===== src/common/tw_pkg.sv =====
/*
  Constants for the periodic timer and watchdog block: APB register
  offsets, field positions, reset values and encodings.
  Assumes a 32-bit APB slave with one register per aligned word.
*/
// Function
// - Timer is 16-bit down counter on tick
// - At zero, reload from preset and continue
// - Prescaler divides slow clock by 1..32
// - Zero pulse lasts one tick, sets flag
// - Zero pulse raises irq when enabled
// - Preset write waits for next reload
// - Reload request reloads next tick, self-clears
// - Watchdog is 8-bit down counter
// - Watchdog idle and silent after reset
// - Reload or key write starts watchdog; here a key write starts it only with key mode on
// - Only reset stops running watchdog
// - Config bit picks watchdog clock source
// - Key mode off: reload write reloads
// - Key mode on: key 5C reloads
// - Key mode on: other key errors
// - Late or frequent service errors, resets device
// - Lock bits block writes, reads unpredictable
// - Locks hold until device reset
// - Power save: only key register accessible
// - Halt freezes all, resumes exactly
// - Reading control clears terminal count flag
// - Config bits set-only, reset to zero
// - Reload value resets to 0F
// - Two key writes per watchdog tick error
package tw_pkg;

  // ---------------------------------------------------------------
  // Register byte offsets
  // ---------------------------------------------------------------
  localparam logic [7:0] TW_OFS_CONFIG    = 8'h00;
  localparam logic [7:0] TW_OFS_PRESCALER = 8'h04;
  localparam logic [7:0] TW_OFS_PRESET    = 8'h08;
  localparam logic [7:0] TW_OFS_CTRL      = 8'h0c;
  localparam logic [7:0] TW_OFS_RELOAD    = 8'h10;
  localparam logic [7:0] TW_OFS_KEY       = 8'h14;

  // ---------------------------------------------------------------
  // Watchdog config field positions
  // ---------------------------------------------------------------
  localparam int TW_CFG_W         = 6;
  localparam int TW_CFG_LOCK_CFG  = 0;
  localparam int TW_CFG_LOCK_PRE  = 1;
  localparam int TW_CFG_LOCK_TMR  = 2;
  localparam int TW_CFG_LOCK_RLD  = 3;
  localparam int TW_CFG_CLK_SEL   = 4;
  localparam int TW_CFG_KEY_EN    = 5;

  // ---------------------------------------------------------------
  // Timer control/status field positions
  // ---------------------------------------------------------------
  localparam int TW_CS_RESTART = 0;
  localparam int TW_CS_TC      = 1;
  localparam int TW_CS_IRQ_EN  = 2;

  // ---------------------------------------------------------------
  // Widths, reset values, encodings
  // ---------------------------------------------------------------
  localparam int          TW_DIV_SEL_W  = 3;
  localparam int          TW_PRE_CNT_W  = 5;
  localparam logic [2:0]  TW_DIV_SEL_MAX = 3'h5;
  localparam logic [15:0] TW_PRESET_RST = 16'hffff;
  localparam logic [7:0]  TW_RELOAD_RST = 8'h0f;
  localparam logic [7:0]  TW_SERVICE_KEY = 8'h5c;
  localparam logic [31:0] TW_RD_BLOCKED = 32'h0000_0000;

endpackage


===== src/core/tw_core.sv =====
/*
  Periodic timer and watchdog core with an APB register slave.
  Assumes SLOW_TICK_IN is a one-cycle pulse per slow clock rising
  edge, synchronous to CLK_IN; CE_IN low is halt mode.
*/
`timescale 1ns/1ps
module tw_core
  import tw_pkg::*;
#(
  parameter int TMR_W = 16,
  parameter int WD_W  = 8
) (
  // Clock, reset, halt
  input  wire logic        CLK_IN,
  input  wire logic        RST_IN,
  input  wire logic        CE_IN,
  // Slow clock tick and power mode
  input  wire logic        SLOW_TICK_IN,
  input  wire logic        ACTIVE_MODE_IN,
  // APB slave
  input  wire logic        PSEL_IN,
  input  wire logic        PENABLE_IN,
  input  wire logic        PWRITE_IN,
  input  wire logic [7:0]  PADDR_IN,
  input  wire logic [31:0] PWDATA_IN,
  output logic      [31:0] PRDATA_OUT,
  output logic             PREADY_OUT,
  output logic             PSLVERR_OUT,
  // Events
  output logic             TIMER_ZERO_PULSE_OUT,
  output logic             PERIODIC_TIMER_IRQ_OUT,
  output logic             WATCHDOG_ERROR_OUT
);

  // ---------------------------------------------------------------
  // Elaboration checks
  // ---------------------------------------------------------------
  if (TMR_W != 16 || WD_W != 8) begin : g_bad_width
    $error("tw_core supports only a 16-bit timer and 8-bit watchdog");
  end

  // ---------------------------------------------------------------
  // State
  // ---------------------------------------------------------------
  typedef struct packed {
    logic [TW_PRE_CNT_W-1:0] pre_cnt;
    logic [TW_CFG_W-1:0]     cfg;
    logic [TW_DIV_SEL_W-1:0] div_sel;
    logic [TMR_W-1:0]        preset;
    logic [TMR_W-1:0]        t_cnt;
    logic                    zero;
    logic                    restart;
    logic                    tc;
    logic                    irq_en;
    logic                    irq;
    logic [WD_W-1:0]         wd_reload;
    logic [WD_W-1:0]         wd_cnt;
    logic                    wd_run;
    logic                    wd_keyed;
    logic                    wd_err;
    logic [31:0]             rdata;
    logic                    slverr;
  } tw_state_t;

  tw_state_t st_q;
  tw_state_t st_d;

  // ---------------------------------------------------------------
  // Decode helpers
  // ---------------------------------------------------------------
  logic                    setup;
  logic                    access;
  logic                    wr;
  logic                    rd;
  logic                    mapped;
  logic                    allowed;
  logic                    locked;
  logic [TW_PRE_CNT_W-1:0] div_last;
  logic                    tick;
  logic                    wd_tick;
  logic [7:0]              wbyte;

  // Bus phases; setup latches read data and error, access does writes and read clears
  assign setup  = PSEL_IN & ~PENABLE_IN;
  assign access = PSEL_IN & PENABLE_IN;
  assign wr     = access & PWRITE_IN;
  assign rd     = access & ~PWRITE_IN;
  assign wbyte  = PWDATA_IN[7:0];

  // Address map and lock decode
  always_comb begin
    mapped = 1'b1;
    locked = 1'b0;
    unique case (PADDR_IN)
      TW_OFS_CONFIG:    locked = st_q.cfg[TW_CFG_LOCK_CFG];
      TW_OFS_PRESCALER: locked = st_q.cfg[TW_CFG_LOCK_PRE];
      TW_OFS_PRESET:    locked = st_q.cfg[TW_CFG_LOCK_TMR];
      TW_OFS_CTRL:      locked = st_q.cfg[TW_CFG_LOCK_TMR];
      TW_OFS_RELOAD:    locked = st_q.cfg[TW_CFG_LOCK_RLD];
      TW_OFS_KEY:       locked = 1'b0;
      default:          mapped = 1'b0;
    endcase
  end

  // Outside active mode only the key register answers
  assign allowed = mapped & ~locked &
                   (ACTIVE_MODE_IN | (PADDR_IN == TW_OFS_KEY));

  // Divider terminal: reserved selects behave as the largest divisor
  always_comb begin
    if (st_q.div_sel > TW_DIV_SEL_MAX) begin
      div_last = '1;
    end else begin
      div_last = TW_PRE_CNT_W'((6'h01 << st_q.div_sel) - 6'h01);
    end
  end

  // Prescaled tick edge and the selected watchdog clock edge
  assign tick    = SLOW_TICK_IN & (st_q.pre_cnt >= div_last);
  assign wd_tick = st_q.cfg[TW_CFG_CLK_SEL] ? tick :
                   (tick & ~st_q.restart &
                    (st_q.t_cnt == TMR_W'(1)));

  // ---------------------------------------------------------------
  // Next state
  // ---------------------------------------------------------------
  always_comb begin
    st_d     = st_q;
    st_d.irq = 1'b0;

    // Prescaler counter
    if (SLOW_TICK_IN) begin
      st_d.pre_cnt = tick ? '0 : st_q.pre_cnt + 1'b1;
    end

    // Timer: a restart wins over counting on the same tick edge
    if (tick) begin
      if (st_q.restart) begin
        st_d.t_cnt   = st_q.preset;
        st_d.restart = 1'b0;
        st_d.zero    = 1'b0;
      end else if (st_q.t_cnt == '0) begin
        st_d.t_cnt = st_q.preset;
        st_d.zero  = 1'b0;
      end else begin
        st_d.t_cnt = st_q.t_cnt - 1'b1;
        st_d.zero  = (st_q.t_cnt == TMR_W'(1));
      end
    end

    // Watchdog counting; running down to zero is a late service
    if (wd_tick && st_q.wd_run) begin
      st_d.wd_keyed = 1'b0;
      if (st_q.wd_cnt <= WD_W'(1)) begin
        st_d.wd_err = 1'b1;
        st_d.wd_cnt = '0;
      end else begin
        st_d.wd_cnt = st_q.wd_cnt - 1'b1;
      end
    end

    // Read data and error answer are latched in the setup phase
    if (setup) begin
      st_d.slverr = ~mapped;
      st_d.rdata  = TW_RD_BLOCKED;
      if (allowed && !PWRITE_IN) begin
        unique case (PADDR_IN)
          TW_OFS_CONFIG:    st_d.rdata = 32'(st_q.cfg);
          TW_OFS_PRESCALER: st_d.rdata = 32'(st_q.div_sel);
          TW_OFS_PRESET:    st_d.rdata = 32'(st_q.preset);
          TW_OFS_CTRL: begin
            st_d.rdata[TW_CS_RESTART] = st_q.restart;
            st_d.rdata[TW_CS_TC]      = st_q.tc;
            st_d.rdata[TW_CS_IRQ_EN]  = st_q.irq_en;
          end
          default:          st_d.rdata = TW_RD_BLOCKED;
        endcase
      end
    end

    // Reading control/status clears the terminal count flag
    if (rd && allowed && PADDR_IN == TW_OFS_CTRL) begin
      st_d.tc = 1'b0;
    end

    // Register writes
    if (wr && allowed) begin
      unique case (PADDR_IN)
        TW_OFS_CONFIG: begin
          st_d.cfg = st_q.cfg | wbyte[TW_CFG_W-1:0];
        end
        TW_OFS_PRESCALER: begin
          st_d.div_sel = wbyte[TW_DIV_SEL_W-1:0];
        end
        TW_OFS_PRESET: begin
          st_d.preset = PWDATA_IN[TMR_W-1:0];
        end
        TW_OFS_CTRL: begin
          st_d.irq_en = wbyte[TW_CS_IRQ_EN];
          if (wbyte[TW_CS_RESTART]) begin
            st_d.restart = 1'b1;
          end
        end
        TW_OFS_RELOAD: begin
          st_d.wd_reload = wbyte;
          if (!st_q.cfg[TW_CFG_KEY_EN] || !st_q.wd_run) begin
            st_d.wd_cnt = wbyte;
          end
          st_d.wd_run = 1'b1;
        end
        TW_OFS_KEY: begin
          if (st_q.cfg[TW_CFG_KEY_EN]) begin
            st_d.wd_run   = 1'b1;
            st_d.wd_keyed = 1'b1;
            if (wbyte != TW_SERVICE_KEY) begin
              st_d.wd_err = 1'b1;
            end else if (st_q.wd_keyed) begin
              st_d.wd_err = 1'b1;
            end else begin
              st_d.wd_cnt = st_q.wd_reload;
            end
          end
        end
        default: begin
        end
      endcase
    end

    // Zero event: flag and gated interrupt; set beats a read clear
    if (tick && !st_q.restart && st_q.t_cnt == TMR_W'(1)) begin
      st_d.tc  = 1'b1;
      st_d.irq = st_q.irq_en;
    end
  end

  // ---------------------------------------------------------------
  // Registers; CE_IN low is halt and freezes everything
  // ---------------------------------------------------------------
  always_ff @(posedge CLK_IN) begin
    if (RST_IN) begin
      st_q           <= '0;
      st_q.preset    <= TW_PRESET_RST;
      st_q.t_cnt     <= TW_PRESET_RST;
      st_q.wd_reload <= TW_RELOAD_RST;
      st_q.wd_cnt    <= TW_RELOAD_RST;
    end else if (CE_IN) begin
      st_q <= st_d;
    end
  end

  // ---------------------------------------------------------------
  // Outputs
  // ---------------------------------------------------------------
  assign PRDATA_OUT             = st_q.rdata;
  assign PSLVERR_OUT            = st_q.slverr & access;
  assign PREADY_OUT             = access;
  assign TIMER_ZERO_PULSE_OUT   = st_q.zero;
  assign PERIODIC_TIMER_IRQ_OUT = st_q.irq;
  assign WATCHDOG_ERROR_OUT     = st_q.wd_err;

endmodule


===== config.mk =====
export PLATFORM = sky130hd
export DESIGN_NAME = tw_core
export DESIGN_NICKNAME = d
export VERILOG_FILES = /design/src/common/tw_pkg.sv /design/src/core/tw_core.sv
export SDC_FILE = /design/constraint.sdc
export NUM_CORES = 1
export LEC_CHECK = 0
export ABC_CLOCK_PERIOD_IN_PS = 7400
export BUFFER_PORTS_ARGS = -buffer_cell sky130_fd_sc_hd__buf_2
export CORE_ASPECT_RATIO = 0.8
export CORE_MARGIN = 4
export CORE_UTILIZATION = 40
export CTS_CLUSTER_SIZE = 16
export DETAILED_ROUTE_END_ITERATION = 12
export SLEW_MARGIN = 25
export SYNTH_ARGS = -nofsm -noshare
export SYNTH_HDL_FRONTEND = slang
export SYNTH_SLANG_ARGS = --single-unit

===== constraint.sdc =====
create_clock -name CLK_IN -period 7.4 [get_ports CLK_IN]
set_clock_uncertainty 0.05 [all_clocks]
set_input_delay 0.37 -clock CLK_IN [delete_from_list [all_inputs] [get_ports CLK_IN]]
set_output_delay 0.37 -clock CLK_IN [all_outputs]
set_load 0.01 [all_outputs]

Word-level counts from Yosys, hierarchy flattened. Cells that the tools add are included.

$add $sub $neg: 4. Order comparisons: 3. Eq/ne operators: 8. Shift operators: 1. Muxes and demuxes: 30. Bitwise gates (word level): 17. Reductions and logical operators: 28.

Operators by type and width (number): $mux W8 (5); $mux W17 (2); $pmux W13 S2 (1); $mux W11 (2); $pmux W9 S2 (1); $eq A16 B1 Y1 const B (1); $eq A8 B4 Y1 const B (2); $eq A8 B5 Y1 const B (2); $logic_not A16 Y1 (1); $mux W16 (1); $sub A16 B1 Y16 const B (1); $reduce_and A3 Y1 (5); $mux W1 (12); $pmux W3 S4 (1); $and A1 B1 Y1 (10); $mux W5 (2); $eq A8 B3 Y1 const B (1); $le A8 B1 Y1 const B (1); $logic_not A8 Y1 (1); $ne A8 B7 Y1 const B (1); $reduce_and A2 Y1 (4); $sub A8 B1 Y8 const B (1); $logic_and A1 B1 Y1 (7); $or A6 B6 Y6 (1); 16 further kinds (25).

Register bits after elaboration: 103. Input port bits: 48.

Logic depth before layout (Yosys ltp).
Depth in word-level cells: 15. Gate-level depth with buffers: 9.

Least setup slack after synthesis. Ideal clock, no wire load.

Path kind: flip-flop to flip-flop. Start: reg st_q[57] in the netlist's numbering. End: reg st_q[65] in the netlist's numbering. Library setup time: 135 ps. Arrival time: 2388 ps. Required time: 7215 ps. Path slack: 4827 ps. Stages on the path, launching flop included: 9. Path through: dfxtp_1 > inv_1 > ha_1 > or3b_2 > or4b_2 > clkbuf_1 > or3_1 > a21oi_1 > o21ai_0.

Longest elaborated chain between the ends: 3. Elaborated cells between the ends (all ways): 4. Those cells by class: 1 x add/sub; 2 x mux; 1 x reduce/logical.

Ends and longest elaborated chain: from (decl) (line tw_core.sv:65) `tw_state_t st_q;`; from (signal assigned) (line tw_core.sv:247) `st_q <= st_d;`; $sub A16 B1 Y16 / $logic_not A16 Y1 (equally long branches) (line tw_core.sv:146, tw_core.sv:142); $mux W17 * (line tw_core.sv:142) `end else if (st_q.t_cnt == '0) begin`; $mux W17 * (line tw_core.sv:138) `if (st_q.restart) begin`.

Mark *: on every way between the ends. The rest lies on a longest branch, timed or not. A chain may end at the register's enable or synchronous reset.

Worst setup path after layout.
Start: reg st_q[65] in the netlist's numbering. End: reg st_q[69] in the netlist's numbering.

Same word-level chain as after synthesis.

==> flow_summary.toml <==
[outcome]
status = "completed"

[route]
detail-route-antenna-nets = 0
wl_per_cell_um = 17.33
drt_iter0_drc = 362
vias_per_cell = 5.744
wl_um = 12580
drc = 0
vias = 4170
first_pass_iters = 5

[grt]
grt.total_usage_pct = 18.39
grt_max_degree = 55
grt-ovfl-total = 0
grt_pass1_wl_um = 20220
antenna_found_initial = 0
grt_pass1_vias = 3809

[final_layout]
seq_area_mm2 = 0.001742
layout-drive-gt1-share_pct = 17.47
mostFrequentLayoutCells = "dfxtp_1, nand2_1, buf_2"
final_util_pct = 45.05
diodes = 0
layout_commonest_cell = "dfxtp_1"
fin_area_mm2 = 0.005248
syn2layout_area_growth_pct = 8.907
nNetsFinal = 632
fillers = 1162
multi_input_area_mm2 = 0.002683

[cts]
cts_tree = "yes"
cts_htree_levels = 3
cts_buffer_depth = 2
cts_setup_buffers = 0
clkLatencyLatePin_ps = 340
cts_buffers = 9
clkTransAtPathRegs_ps = 70
cts.root.buffer_cell = "clkbuf_16"
clock_sinks = 87
hold_buffers = 0
cts_resized = 0

[pwr]
peakVddDrop_mv = 0.1328
p_per_area_mw_per_mm2 = 186.0
leakagePower_nw = 1.929
p_total_mw = 0.9761

[worst_setup_path]
cp.required_ps = 7580
arrival_ps = 3300
cp-end-kind = "flip-flop"
start_kind = "flip-flop"
path_class = "flip-flop to flip-flop"
cp_max_fo = 23

[yosys]
yosysUniqueCellTypes = 72
synth-edff-count = 0
synth_warnings = 0
synthFlopType = "dfxtp_1"
synth-seq-cells = 87
synth-async-reset-ratio_pct = 0
yosys-top-cells-area = "dfxtp_1, mux2i_1, buf_4"
synth_top_area_share_pct = 36.15
ys_seq_area_share_pct = 36.15
synth_area_mm2 = 0.004818
yosys.area.top_type = "dfxtp_1"
synthCells = 557
avgSynthCellArea_um2 = 8.651

[sta]
setup_violations = 0
layout_min_cycle_time_ps = 3122
final.period_utilization_pct = 42.20
maxSlewHeadroom_pct = 34.70
max_freq_ghz = 0.3203
finalHoldViolCount = 0
hold_ws_ps = 190.0
drv_slew = 0
worstMarginPinSlew_ps = 976.6
setup_tns_ps = 0
rsz0062_at_grt = "no"

[worst_hold_path]
hold_path.class = "input port to flip-flop"

[die]
rows = 35
start_util_pct = 41.36
die_area_mm2 = 0.01388
die_y_um = 106.2
die_x_um = 130.7
coreArea_mm2 = 0.01165
ioPinCount = 85

[place]
post-dp-hpwl_um = 8840
place_area_mm2 = 0.004952
numPortBuffers = 52
routabilityCongestion = 0.8764

[run]
drv_cap = 0
[final timing paths]
| path | start | to | slack, ps | cells after the start |
|---|---|---|---|---|
| hold / removal | PWDATA_IN[14] | st_q[87]$_SDFFE_PP1P_ | 190 | 3 |
| hold reg to reg | PRDATA_OUT[1]$_SDFFE_PP0P_ | PRDATA_OUT[1]$_SDFFE_PP0P_ | 400 | 2 |
| setup reg to reg | st_q[65]$_SDFFE_PP1P_ | st_q[69]$_SDFFE_PP1P_ | 4280 | 6 |
| setup / recovery | st_q[65]$_SDFFE_PP1P_ | st_q[69]$_SDFFE_PP1P_ | 4280 | 6 |
[cell usage after synthesis (3+ instances only)]
master and number:
nor2_1 51, a32oi_1 4, o21ai_0 19, a31oi_1 4
a221o_1 3, mux4_2 3, buf_4 37, and2_1 3
inv_1 13, xor2_1 3, and4_1 4, nand3b_1 5
nand4_1 9, mux2_2 5, or4_1 6, nor4_1 10
a21o_1 5, a22o_1 14, and3_1 3, or2_2 4
ha_1 11, mux2i_1 31, a211oi_1 3, a211o_1 4
or3_1 4, dfxtp_1 87, nor3_1 15, o211ai_1 7
clkbuf_1 23, nand2b_1 3, nand2_1 54, nand3_1 18
o22ai_1 4, a22oi_1 16, a21oi_1 24
[final cells by class]
cell class                      count  share of cell area, %
Sequential cell                    87                  33.19
Clock buffer                       11                  4.816
Multi-Input combinational cell    404                  51.12
Inverter                           15                  1.073
Tap cell                          148                  3.529
Clock inverter                      5                 0.7392
Timing Repair Buffer               56                  5.532
[stage by stage]
step / worst slack [ps] / instances
floorplan: 4827 / 572
global placement: 4032 / 710
detailed placement: 4001 / 710
CTS: 3976 / 726
global route: 4093 / 726
finish: 4278 / 726
[registers in the layout, indices dropped and copies added, names as in the netlist]
signal / flops
PERIODIC_TIMER_IRQ_OUT: 1
PRDATA_OUT: 16
WATCHDOG_ERROR_OUT: 1
st_q: 68
TIMER_ZERO_PULSE_OUT: 1
[logic make-up after synthesis]
group	Yosys count	share of synthesized area (%)
buffers and inverters	81	9.789
flip-flops	87	36.15
adder cells (fa/ha/maj)	11	2.856
other	1	0.07783
multiplexers	41	9.634
XOR/XNOR	4	0.7272
AO/OA/AOI/OAI	127	19.01
AND/OR/NAND/NOR	205	21.76
[power by group]
group / switching [mW] / internal [mW]
Sequential: 0.00208 / 0.470
Combinational: 0.0418 / 0.0167
Clock: 0.197 / 0.248
Total: 0.241 / 0.735
[per-layer routing]
metal | wire length [µm] | up-vias | global-route usage (%)
met2 | 5117 | 159 | 24.47
li1 | - | 2028 | -
met4 | 123 | 0 | 5.213
met1 | 6436 | 1974 | 29.10
met5 | 0 | - | 0
met3 | 903 | 9 | 4.068
[critical path: stages (launching register included)]
cell and delay [ps]:
dfxtp_1 380, or4_4 600, or4_1 610, o31ai_4 800
or3_1 220, a21oi_1 60, a211o_1 280
(Power assumes the default switching activity.)
